==> src/common/irq_route_pkg.sv <==
// Package with register offsets, field positions and carrier structs for the bridge interrupt block.
`default_nettype none
package irq_route_pkg;

    // Byte offsets within the bridge register window.
    localparam logic [7:0] ROUTE_STATUS_OFS  = 8'h48;
    localparam logic [7:0] LOCAL_STATUS_OFS  = 8'h76;
    localparam logic [7:0] LOCAL_MASK_OFS    = 8'h77;
    localparam logic [7:0] MBOX_WR_EN_OFS    = 8'hd0;
    localparam logic [7:0] MBOX_RD_EN_OFS    = 8'hd2;
    localparam logic [7:0] MBOX_WR_STAT_OFS  = 8'hd8;
    localparam logic [7:0] MBOX_RD_STAT_OFS  = 8'hda;

    // Local status and mask bit positions.
    localparam int LOC_MAILBOX_BIT = 7;
    localparam int LOC_RD_ERR_BIT  = 6;
    localparam int LOC_WR_ERR_BIT  = 5;
    localparam int LOC_HOST_BIT    = 4;
    localparam int LOC_PERR_BIT    = 3;
    localparam int LOC_POST_BIT    = 2;
    localparam int LOC_XFER1_BIT   = 1;
    localparam int LOC_XFER0_BIT   = 0;

    // Route status bit positions in the host interrupt status word.
    localparam int LINE_C_TO_D_BIT = 14;
    localparam int LINE_B_TO_D_BIT = 13;
    localparam int LINE_A_TO_D_BIT = 12;
    localparam int LINE_D_TO_C_BIT = 11;
    localparam int LINE_B_TO_C_BIT = 9;
    localparam int LINE_A_TO_C_BIT = 8;
    localparam int LINE_D_TO_B_BIT = 7;
    localparam int LINE_C_TO_B_BIT = 6;
    localparam int LINE_A_TO_B_BIT = 4;
    localparam int LINE_D_TO_A_BIT = 3;
    localparam int LINE_C_TO_A_BIT = 2;
    localparam int LINE_B_TO_A_BIT = 1;

    // Reset values.
    localparam logic [7:0]  LOCAL_MASK_RST = 8'h00;
    localparam logic [15:0] MBOX_EN_RST    = 16'h0000;
    localparam int          MBOX_COUNT     = 16;

    // Register access request from the host window.
    typedef struct packed {
        logic        wr;
        logic        rd;
        logic [7:0]  addr;
        logic [3:0]  be;
        logic [31:0] wdata;
    } reg_req_s;

    // Routing selections, one bit per source-to-output path (d,c,b,a order per output).
    typedef struct packed {
        logic c_to_d;
        logic b_to_d;
        logic a_to_d;
        logic d_to_c;
        logic b_to_c;
        logic a_to_c;
        logic d_to_b;
        logic c_to_b;
        logic a_to_b;
        logic d_to_a;
        logic c_to_a;
        logic b_to_a;
    } route_sel_s;

    // Bridge events feeding the local status bits other than mailbox.
    typedef struct packed {
        logic rd_err;
        logic wr_err;
        logic host_irq;
        logic host_parity_error_irq;
        logic inbound_post_write_irq;
        logic xfer_channel_one_irq;
        logic xfer_channel_zero_irq;
    } local_evt_s;

endpackage : irq_route_pkg
`default_nettype wire

==> src/core/bridge_interrupt_routing_mask.sv <==
// Local interrupt mask/status, mailbox enables and line cross-route status of the bridge.
// Functional notes
// - Bits 13,12 show B,A routed to D.
// - Status shows D,B,A routed onto line C.
// - Status shows D,C,A routed onto line B.
// - Status shows D,C,B routed onto line A.
// - Mask bit 7 gates mailbox interrupts globally.
// - Mask bits 6,5 enable read/write error interrupts.
// - Mask bit 4 forwards host interrupt locally.
// - Mask bit 3 enables parity error interrupt.
// - Mask bit 2 enables inbound post write interrupt.
// - Mask bits 1,0 enable transfer channel interrupts.
// - Status bit 7 set while mailbox pending.
// - Enable bit n arms interrupt for mailbox n.
// - Write enables at 0xD0, read at 0xD2.
// - Write and read enables are independent.
// - Mailbox flag clears only on written one.
// - Bit 14 shows line C routed to D.
`timescale 1ns/1ps
`default_nettype none
module bridge_interrupt_routing_mask (
    input  wire logic                      clk_i,
    input  wire logic                      srst_i,
    input  wire irq_route_pkg::reg_req_s   req_i,
    output logic                           rvalid_o,
    output logic [31:0]                    rdata_o,
    input  wire irq_route_pkg::route_sel_s route_sel_i,
    input  wire logic [3:0]                line_in_n_i,
    input  wire irq_route_pkg::local_evt_s evt_i,
    input  wire logic [15:0]               mbox_wr_hit_i,
    input  wire logic [15:0]               mbox_rd_hit_i,
    output logic                           local_irq_o
);

    ////////////////////////////////////////////////////////////////////////////
    // State and declarations.

    typedef struct packed {
        logic [3:0]  line_meta;
        logic [3:0]  line_sync;
        logic [7:0]  local_mask;
        logic [15:0] mbox_wr_en;
        logic [15:0] mbox_rd_en;
        logic [7:0]  evt_meta;
        logic [7:0]  evt_sync;
        logic [15:0] route_stat;
        logic        rvalid;
        logic [31:0] rdata;
        logic        irq;
    } state_s;

    state_s s_q;
    state_s s_d;

    logic [15:0] mbox_wr_flags;
    logic [15:0] mbox_rd_flags;
    logic [7:0]  local_status;
    logic [3:0]  line_act;
    logic [15:0] route_now;
    logic [15:0] lo16;
    logic [15:0] hi16;
    logic        clr_wr;
    logic        clr_rd;

    ////////////////////////////////////////////////////////////////////////////
    // Mailbox flag banks, one per access direction.

    // Separate enable registers arm writes and reads independently.
    assign clr_wr = req_i.wr && (req_i.addr == irq_route_pkg::MBOX_WR_STAT_OFS);
    assign clr_rd = req_i.wr && (req_i.addr == irq_route_pkg::MBOX_RD_STAT_OFS);
    assign lo16   = {(req_i.be[1] ? req_i.wdata[15:8] : 8'h00), (req_i.be[0] ? req_i.wdata[7:0] : 8'h00)};
    assign hi16   = {(req_i.be[3] ? req_i.wdata[31:24] : 8'h00), (req_i.be[2] ? req_i.wdata[23:16] : 8'h00)};

    mbox_flag_bank u_wr_bank (
        .clk_i      (clk_i),
        .srst_i     (srst_i),
        .allow_i    (s_q.mbox_wr_en),
        .hit_i      (mbox_wr_hit_i),
        .clr_i      (clr_wr),
        .clr_mask_i (lo16),
        .flags_o    (mbox_wr_flags)
    );

    mbox_flag_bank u_rd_bank (
        .clk_i      (clk_i),
        .srst_i     (srst_i),
        .allow_i    (s_q.mbox_rd_en),
        .hit_i      (mbox_rd_hit_i),
        .clr_i      (clr_rd),
        .clr_mask_i (lo16),
        .flags_o    (mbox_rd_flags)
    );

    ////////////////////////////////////////////////////////////////////////////
    // Line routing status and local status assembly.

    // Lines are active low; use only the synchronised copy.
    assign line_act = ~s_q.line_sync;

    // A route bit reads 1 while its path is selected and the source line is active.
    always_comb begin
        route_now = 16'h0000;
        route_now[irq_route_pkg::LINE_C_TO_D_BIT] = route_sel_i.c_to_d & line_act[2];
        route_now[irq_route_pkg::LINE_B_TO_D_BIT] = route_sel_i.b_to_d & line_act[1];
        route_now[irq_route_pkg::LINE_A_TO_D_BIT] = route_sel_i.a_to_d & line_act[0];
        route_now[irq_route_pkg::LINE_D_TO_C_BIT] = route_sel_i.d_to_c & line_act[3];
        route_now[irq_route_pkg::LINE_B_TO_C_BIT] = route_sel_i.b_to_c & line_act[1];
        route_now[irq_route_pkg::LINE_A_TO_C_BIT] = route_sel_i.a_to_c & line_act[0];
        route_now[irq_route_pkg::LINE_D_TO_B_BIT] = route_sel_i.d_to_b & line_act[3];
        route_now[irq_route_pkg::LINE_C_TO_B_BIT] = route_sel_i.c_to_b & line_act[2];
        route_now[irq_route_pkg::LINE_A_TO_B_BIT] = route_sel_i.a_to_b & line_act[0];
        route_now[irq_route_pkg::LINE_D_TO_A_BIT] = route_sel_i.d_to_a & line_act[3];
        route_now[irq_route_pkg::LINE_C_TO_A_BIT] = route_sel_i.c_to_a & line_act[2];
        route_now[irq_route_pkg::LINE_B_TO_A_BIT] = route_sel_i.b_to_a & line_act[1];
    end

    // Mailbox summary is live, so it drops as soon as every flag is cleared.
    always_comb begin
        local_status = s_q.evt_sync;
        local_status[irq_route_pkg::LOC_MAILBOX_BIT] = |{mbox_wr_flags, mbox_rd_flags};
    end

    ////////////////////////////////////////////////////////////////////////////
    // Next-state logic: registers, read mux and interrupt output.

    always_comb begin
        s_d           = s_q;
        s_d.line_meta = line_in_n_i;
        s_d.line_sync = s_q.line_meta;
        s_d.evt_meta  = {1'b0, evt_i};
        s_d.evt_sync  = s_q.evt_meta;
        s_d.route_stat = route_now;
        s_d.rvalid    = req_i.rd;
        s_d.rdata     = 32'h0000_0000;

        // Writes. Mask sits in byte lane 3 of the word at 0x74; the status byte next to it is read only.
        if (req_i.wr) begin
            unique case (req_i.addr)
                irq_route_pkg::LOCAL_STATUS_OFS,
                irq_route_pkg::LOCAL_MASK_OFS: begin
                    if (req_i.be[3]) begin
                        s_d.local_mask = req_i.wdata[31:24];
                    end
                end
                irq_route_pkg::MBOX_WR_EN_OFS: begin
                    // Each byte lane updates only its own byte, so a partial write keeps the other enables.
                    if (req_i.be[0]) begin
                        s_d.mbox_wr_en[7:0] = lo16[7:0];
                    end
                    if (req_i.be[1]) begin
                        s_d.mbox_wr_en[15:8] = lo16[15:8];
                    end
                    if (req_i.be[2]) begin
                        s_d.mbox_rd_en[7:0] = hi16[7:0];
                    end
                    if (req_i.be[3]) begin
                        s_d.mbox_rd_en[15:8] = hi16[15:8];
                    end
                end
                irq_route_pkg::MBOX_RD_EN_OFS: begin
                    if (req_i.be[0]) begin
                        s_d.mbox_rd_en[7:0] = lo16[7:0];
                    end
                    if (req_i.be[1]) begin
                        s_d.mbox_rd_en[15:8] = lo16[15:8];
                    end
                end
                default: begin
                end
            endcase
        end

        // Reads; the route status word ignores writes and keeps reserved bits zero.
        if (req_i.rd) begin
            unique case (req_i.addr)
                irq_route_pkg::ROUTE_STATUS_OFS: s_d.rdata = {16'h0000, s_q.route_stat};
                irq_route_pkg::LOCAL_STATUS_OFS,
                irq_route_pkg::LOCAL_MASK_OFS:   s_d.rdata = {s_q.local_mask, local_status, 16'h0000};
                irq_route_pkg::MBOX_WR_EN_OFS:   s_d.rdata = {s_q.mbox_rd_en, s_q.mbox_wr_en};
                irq_route_pkg::MBOX_RD_EN_OFS:   s_d.rdata = {16'h0000, s_q.mbox_rd_en};
                irq_route_pkg::MBOX_WR_STAT_OFS: s_d.rdata = {mbox_rd_flags, mbox_wr_flags};
                irq_route_pkg::MBOX_RD_STAT_OFS: s_d.rdata = {16'h0000, mbox_rd_flags};
                default:                         s_d.rdata = 32'h0000_0000;
            endcase
        end

        // Bits 7..0 each pair a status with its mask; bit 7 is the global mailbox gate.
        s_d.irq = |(local_status & s_q.local_mask);
    end

    // Single register stage for all state.
    always_ff @(posedge clk_i) begin
        if (srst_i) begin
            s_q            <= '0;
            s_q.line_meta  <= 4'hf;
            s_q.line_sync  <= 4'hf;
            s_q.local_mask <= irq_route_pkg::LOCAL_MASK_RST;
            s_q.mbox_wr_en <= irq_route_pkg::MBOX_EN_RST;
            s_q.mbox_rd_en <= irq_route_pkg::MBOX_EN_RST;
        end else begin
            s_q <= s_d;
        end
    end

    assign rvalid_o    = s_q.rvalid;
    assign rdata_o     = s_q.rdata;
    assign local_irq_o = s_q.irq;

endmodule : bridge_interrupt_routing_mask
`default_nettype wire

==> src/core/mbox_flag_bank.sv <==
// Sticky per-mailbox flag bank with write-one-to-clear and set-over-clear priority.
`timescale 1ns/1ps
`default_nettype none
module mbox_flag_bank (
    input  wire logic        clk_i,
    input  wire logic        srst_i,
    input  wire logic [15:0] allow_i,
    input  wire logic [15:0] hit_i,
    input  wire logic        clr_i,
    input  wire logic [15:0] clr_mask_i,
    output logic      [15:0] flags_o
);

    typedef struct packed {
        logic [15:0] flags;
    } bank_s;

    bank_s s_q;
    bank_s s_d;

    // A fresh access wins over a same-cycle clear so no event is lost.
    always_comb begin
        s_d = s_q;
        if (clr_i) begin
            s_d.flags = s_q.flags & ~clr_mask_i;
        end
        s_d.flags = s_d.flags | (hit_i & allow_i);
    end

    always_ff @(posedge clk_i) begin
        if (srst_i) begin
            s_q <= '0;
        end else begin
            s_q <= s_d;
        end
    end

    assign flags_o = s_q.flags;

endmodule : mbox_flag_bank
`default_nettype wire

==> config.mk <==
export PLATFORM = sky130hd
export DESIGN_NAME = bridge_interrupt_routing_mask
export DESIGN_NICKNAME = d
export VERILOG_FILES = /design/src/common/irq_route_pkg.sv /design/src/core/bridge_interrupt_routing_mask.sv /design/src/core/mbox_flag_bank.sv
export SDC_FILE = /design/constraint.sdc
export NUM_CORES = 1
export LEC_CHECK = 0
export BUFFER_PORTS_ARGS = -buffer_cell sky130_fd_sc_hd__buf_2
export CAP_MARGIN = 25
export CORE_AREA = 4 4 111 113
export DETAILED_ROUTE_END_ITERATION = 6
export DIE_AREA = 0 0 115 117
export PLACE_DENSITY = 0.87
export SKIP_CTS_REPAIR_TIMING = 1
export SYNTH_ARGS = -nofsm -noshare
export SYNTH_HDL_FRONTEND = slang
export SYNTH_HIERARCHICAL = 1
export SYNTH_SLANG_ARGS = --single-unit
==> constraint.sdc <==
create_clock -name clk_i -period 2.7 [get_ports clk_i]
set_input_delay 0 -clock clk_i [delete_from_list [all_inputs] [get_ports clk_i]]
set_output_delay 0 -clock clk_i [all_outputs]
set_load 0.03 [all_outputs]
==> results of run 1 <==
[per-layer routing]
| layer | routed length, um | up-vias |
|---|---|---|
| li1 | - | 2620 |
| met3 | 1490 | 48 |
| met4 | 529 | 0 |
| met1 | 7570 | 2693 |
| met2 | 9810 | 301 |
| met5 | 0 | - |
[flip-flops by register name (all words and copies together), names as in the netlist]
name and cells:
rdata_o 32, s_d 11, local_irq_o 1, u_wr_bank/flags_o 16
local_status 7, s_q 56, u_rd_bank/flags_o 16, rvalid_o 1
[kinds of logic after synthesis]
logic type,after synthesis
flip-flops,140
AO/OA/AOI/OAI,162
multiplexers,43
buffers and inverters,72
AND/OR/NAND/NOR,232
[worst max-delay path, cell delays in order]
cell and delay [ns]:
buf_2 0.10, or4b_1 0.78, nor2_2 0.20, and3_1 0.39, buf_4 0.25, a21bo_1 0.16, a21oi_2 0.06
[layout make-up]
cell class / count / area share, %
clock inverters: 12 / 1.71
well taps: 143 / 2.20
multi-input cells: 437 / 35.2
clock buffers: 19 / 5.46
flip-flops and latches: 140 / 34.5
inverters: 1 / 0.0463
repair buffers: 241 / 20.8
[power breakdown]
part           internal (W)  switching, W
combinational      0.000174      0.000150
clock               0.00139      0.000925
sequential          0.00209    0.00000919
total               0.00365       0.00108
[cell usage in the layout, fill, tap and decap left out, types with 16 or more instances in the layout]
cell	count
clkbuf_16	17
mux2i_1	41
buf_4	18
dlygate4sd3_1	88
nand2_1	96
buf_2	135
nor2b_1	16
nor2_1	50
and2_1	29
a21oi_2	20
a21bo_1	20
a21oi_1	39
a22oi_1	31
dfxtp_1	140
[per-stage QoR]
stage                     total power (W)  setup WS, ns
final                             0.00474          1.03
after detailed placement          0.00236         0.678
after global routing              0.00486         0.974
after floorplan                   0.00224         0.857
after global placement            0.00235         0.738
after CTS                         0.00463          1.09
[how the worst max path moves through the flow]
stage                     depth (start not counted)  startpoint  slack (ns)              endpoint
after floorplan                                   9   req_i[36]        0.86  u_rd_bank/flags_o[0]
after global placement                            5   req_i[36]        0.74               s_q[92]
after detailed placement                          5   req_i[36]        0.68               s_q[95]
after CTS                                         5   req_i[36]        1.09               s_q[91]
after global routing                              7   req_i[36]        0.97  u_rd_bank/flags_o[0]
final                                             7   req_i[36]        1.03  u_rd_bank/flags_o[0]
==> metrics.txt, run 1 <==
Yosys reg bits 140; Final TNS setup 0 ns; reg2reg start u_rd_bank/flags_o[1]; status completed; asr flop ratio synth 0%; hold_ws ~0.045 ns; worst-skew pair later-pin latency between 0.4 and 0.5 ns; leakage power approximately 3.3 nW; top cells by area, synth dfxtp_1, mux2i_1, nand2_1; Max-Cap Viols 0; worst hold path depth 2; final hold viol count 0; Max Root-Sink Buffers 2; share of cells above drive strength 1 between 20% and 30%; Final min period roughly 1.7 ns; core area roughly 11000 um2; largest family of logic cells by synthesized area compound AO/OA/AOI/OAI gates; largest net degree at the start of global routing 57; Max Fclk between 0.5 and 0.6 GHz; Post-synth EDFFs 0; synth cell count leaders dfxtp_1, nand2_1, nor2_1; Die Y around 120 um; vias in the first global route between 5000 and 6000; final core utilization around 72%; I/O pin total 137; Reg clk slew, reported paths 0.06 ns; sequential area share after synthesis 45.8%; Syn Nets ~750; dpl cells between 800 and 900; pwr dens around 600 nW/um2; TritonRoute pass-1 iters 6; Overflow after GRT 0; Adder-Cell Fraction of Synth Area 0%; row count 39; CTS Root Cell clkbuf_16; busiest layer in global routing met2; overall routing resource usage about a quarter; WL final a little under 20000 um; simple-gate share of the synthesized area 18.7%; nets approximately 940; Worst R2R Setup Slack roughly 1.1 ns; Worst-Margin Slew 0.678 ns; initial antenna violation count 0; die area around 13000 um2; global-route wire length before repair approximately 27000 um; H-tree levels 4; post-synth top area share 45.8%; Reg-to-Reg End local_irq_o; starting density of the core between 50% and 60%; Synth Flop Type dfxtp_1; crit path capture type register; Vias per Instance ~5.7; Hold Path Sink s_d[56]; Placement Cell Area around 6700 um2; CTS Buf Count 17; WP data arrival 1.94 ns; worst hold start srst_i; RSZ-0062 raised after global routing false; Mapped Cells 649; most common cell in the netlist dfxtp_1; Unique masters post-synth 45; # DRC 0; CTS tree built; Peak VDD IR 0.410 mV; Final Instance Area 8120 um2; xor/xnor cell area share of the yosys netlist 0%; detailed placer's ending HPWL approximately 13000 um; I/O Buffers about 140; GPL Wtd Cong roughly 0.94; met2 Usage GRT ~45%; post-synthesis compound-gate area fraction 20.6%; antenna cells 0; max-slew violation count 0; Final period util 61.8%; WL/cell around 20 um; reg2reg path depth 4; Syn Area/Cell 9.42 um2; Detail Route Antenna Nets 0; CP Class in2reg; Yosys warning total 6; drt initial violations between 600 and 700; Cell Area, Synth 6110 um2; clk_skew between 0.009 and 0.01 ns; grt met1 use about 33%; register area about 2800 um2; crit-path max FO 10; fin cells around 990; Hold Crit Class in2reg; leading area contributor after synthesis dfxtp_1; clock sink count 140; Vias about 5700; Die X around 120 um; Final setup viols 0; multi-input logic area between 2000 and 3000 um2; Area Overhead vs Synth 32.7%; multiplexer share of the synthesized area 7.08%; critical path required time just under 3 ns; fillcell total between 800 and 900; Max transition margin between 50 and 60%; met3 usage 6.48%; crit start category input port
No activity file was read; power rests on OpenSTA's default activity.
==> run 2: changes to the inputs <==
--- a/config.mk
+++ b/config.mk
@@ -7,10 +7,10 @@
 export LEC_CHECK = 0
 export BUFFER_PORTS_ARGS = -buffer_cell sky130_fd_sc_hd__buf_2
 export CAP_MARGIN = 25
-export CORE_AREA = 4 4 111 113
+export CORE_AREA = 4 4 117 119
 export DETAILED_ROUTE_END_ITERATION = 6
-export DIE_AREA = 0 0 115 117
-export PLACE_DENSITY = 0.87
+export DIE_AREA = 0 0 121 123
+export PLACE_DENSITY = 0.82
 export SKIP_CTS_REPAIR_TIMING = 1
 export SYNTH_ARGS = -nofsm -noshare
 export SYNTH_HDL_FRONTEND = slang
==> constraint.sdc (replaced) <==
create_clock -name clk_i -period 1.5 [get_ports clk_i]
set_input_delay 0 -clock clk_i [delete_from_list [all_inputs] [get_ports clk_i]]
set_output_delay 0 -clock clk_i [all_outputs]
set_load 0.03 [all_outputs]
==> run 2 against run 1 <==
Clock power rose by 86%. Critical path depth fell by 2. Cell count rose by 5.4%. Highest routed layer unchanged.
==> metrics.txt, run 2 (synthesis results as in run 1) <==
Final period util 97.4%; sw frac a little over a fifth; most frequent cells in the layout dfxtp_1, buf_2, nand2_1, dlygate4sd3_1, nor2_1; I/O pin total 137; largest net degree at the start of global routing 100; Worst-Margin Slew 0.503 ns; Area Overhead vs Synth 38.3%; Reg-to-Reg End local_irq_o; Final min period approximately 1.5 ns; status completed; P_int a little under 0.007 W; max-slew violation count 0; Largest Register s_q; Hold Crit Class in2reg; Max transition margin approximately 66%; crit path capture type register; final hold viol count 0; Die X about 120 um; # DRC 0; I/O Buffers ~140; met3 wire length around 1300 um; Max Fclk between 0.6 and 0.7 GHz; nets about 970; final core utilization between 60% and 70%; vias in the first global route roughly 5100; Reg clk slew, reported paths around 0.060 ns; met1 wire length ~7600 um; antenna cells 0; row count 41; WL/cell 18.0 um; H-tree levels 4; worst-skew pair later-pin latency roughly 0.42 ns; Clk pwr share 49.5%; most common cell after layout, fill and taps aside dfxtp_1; Peak VDD IR 0.792 mV; pwr dens approximately 1000 nW/um2; core area 12600 um2; final worst setup slack approximately 0.039 ns; Die Y between 100 and 150 um; Max-Cap Viols 0; Comb pwr share around 7.2%; die area roughly 15000 um2; share of cells above drive strength 1 a little under a third; crit start category register; Worst R2R Setup Slack between 0.03 and 0.04 ns; CTS tree built; GPL Wtd Cong between 0.9 and 1; leakage power around 3.5 nW; RSZ-0062 raised after global routing true; overall routing resource usage ~23%; WL final 18900 um; critical path required time around 1.8 ns; initial antenna violation count 0; DR top layer met4; reg2reg start u_rd_bank/flags_o[1]; Max Root-Sink Buffers 2; TritonRoute pass-1 iters 5; WP data arrival between 1.5 and 2 ns; clock sink count between 100 and 150; worst hold start req_i[44]; crit path launch u_rd_bank/flags_o[1]; Psw around 0.0019 W; clk_skew 0.00541 ns; Vias per Instance approximately 5.4; Detail Route Antenna Nets 0; global-route wire length before repair between 20000 and 30000 um; detailed placer's ending HPWL about 13000 um; reg2reg path depth 5; Largest register FFs 56; CP Class reg2reg; Reg power frac between 40% and 50%; Worst setup endpoint local_irq_o; CTS Buf Count 17; starting density of the core between 40% and 50%; Final setup viols 0; drt initial violations roughly 560; DP Worst Slack -0.217 ns; crit-path max FO 2; Vias about 5600; Overflow after GRT 0; met2 wire length ~9400 um; CTS Root Cell clkbuf_16
## run 2: changes by cell type in the layout (fill, tap and decap cells not counted), sizes merged
cell         previous run  this run
clkbuf                 19        20
buf                   153       176
clkinvlp                0         1
clkinv                  6         5
bufinv                  2         3
inv                     5         4
dlygate4sd3            88        89
## run 2: layout make-up
type / instances / area [um2]
fillers: 926 / 4110
multi-input cells: 437 / 2880
flip-flops and latches: 140 / 2800
repair buffers: 265 / 1940
clock buffers: 20 / 457
well taps: 172 / 215
clock inverters: 12 / 160
inverters: 1 / 3.75
## run 2: worst min-delay path by stage
stage	slack, ns	to	depth (start not counted)
5_1_grt	0.08	rdata_o[23]	3
2_1_floorplan	0.09	rvalid_o	1
3_5_place_dp	0.18	s_d[106]	2
6_report	0.07	rdata_o[23]	3
3_3_place_gp	0.18	s_d[108]	2
4_1_cts	-0.25	s_d[106]	2
## run 2: critical path, stage by stage (launching register included)
cell and delay, ns:
dfxtp_1 0.35, nor4_2 0.35, buf_4 0.18, nand4_1 0.15
o21ai_0 0.19, a31oi_1 0.11
## run 2: metrics by stage
stage,setup TNS (ns),instances,cell area [um2],power (W),hold slack (ns)
after detailed placement,-10.38,926,6940,0.00428,0.184
after global placement,-9.27,926,6940,0.00428,0.185
after floorplan,-4.07,649,6160,0.00403,0.0912
after global routing,-0.0966,1047,8450,0.00899,0.0767
after CTS,0,958,7560,0.00856,-0.251
final,0,1047,8450,0.00871,0.0739
## run 2: power by group through the flow
stage | clock network (W) | logic [W] | registers, W
after floorplan | 0 | 0.000181 | 0.00385
after global placement | 0 | 0.000427 | 0.00385
after detailed placement | 0 | 0.000430 | 0.00385
after CTS | 0.00435 | 0.000435 | 0.00377
after global routing | 0.00455 | 0.000672 | 0.00377
final | 0.00431 | 0.000627 | 0.00377
## run 2: layer usage
metal	vias to the layer above	GRT usage [%]
met5	-	0
met4	0	9.63
met3	40	5.58
met2	240	37.5
met1	2686	30.0
li1	2667	-
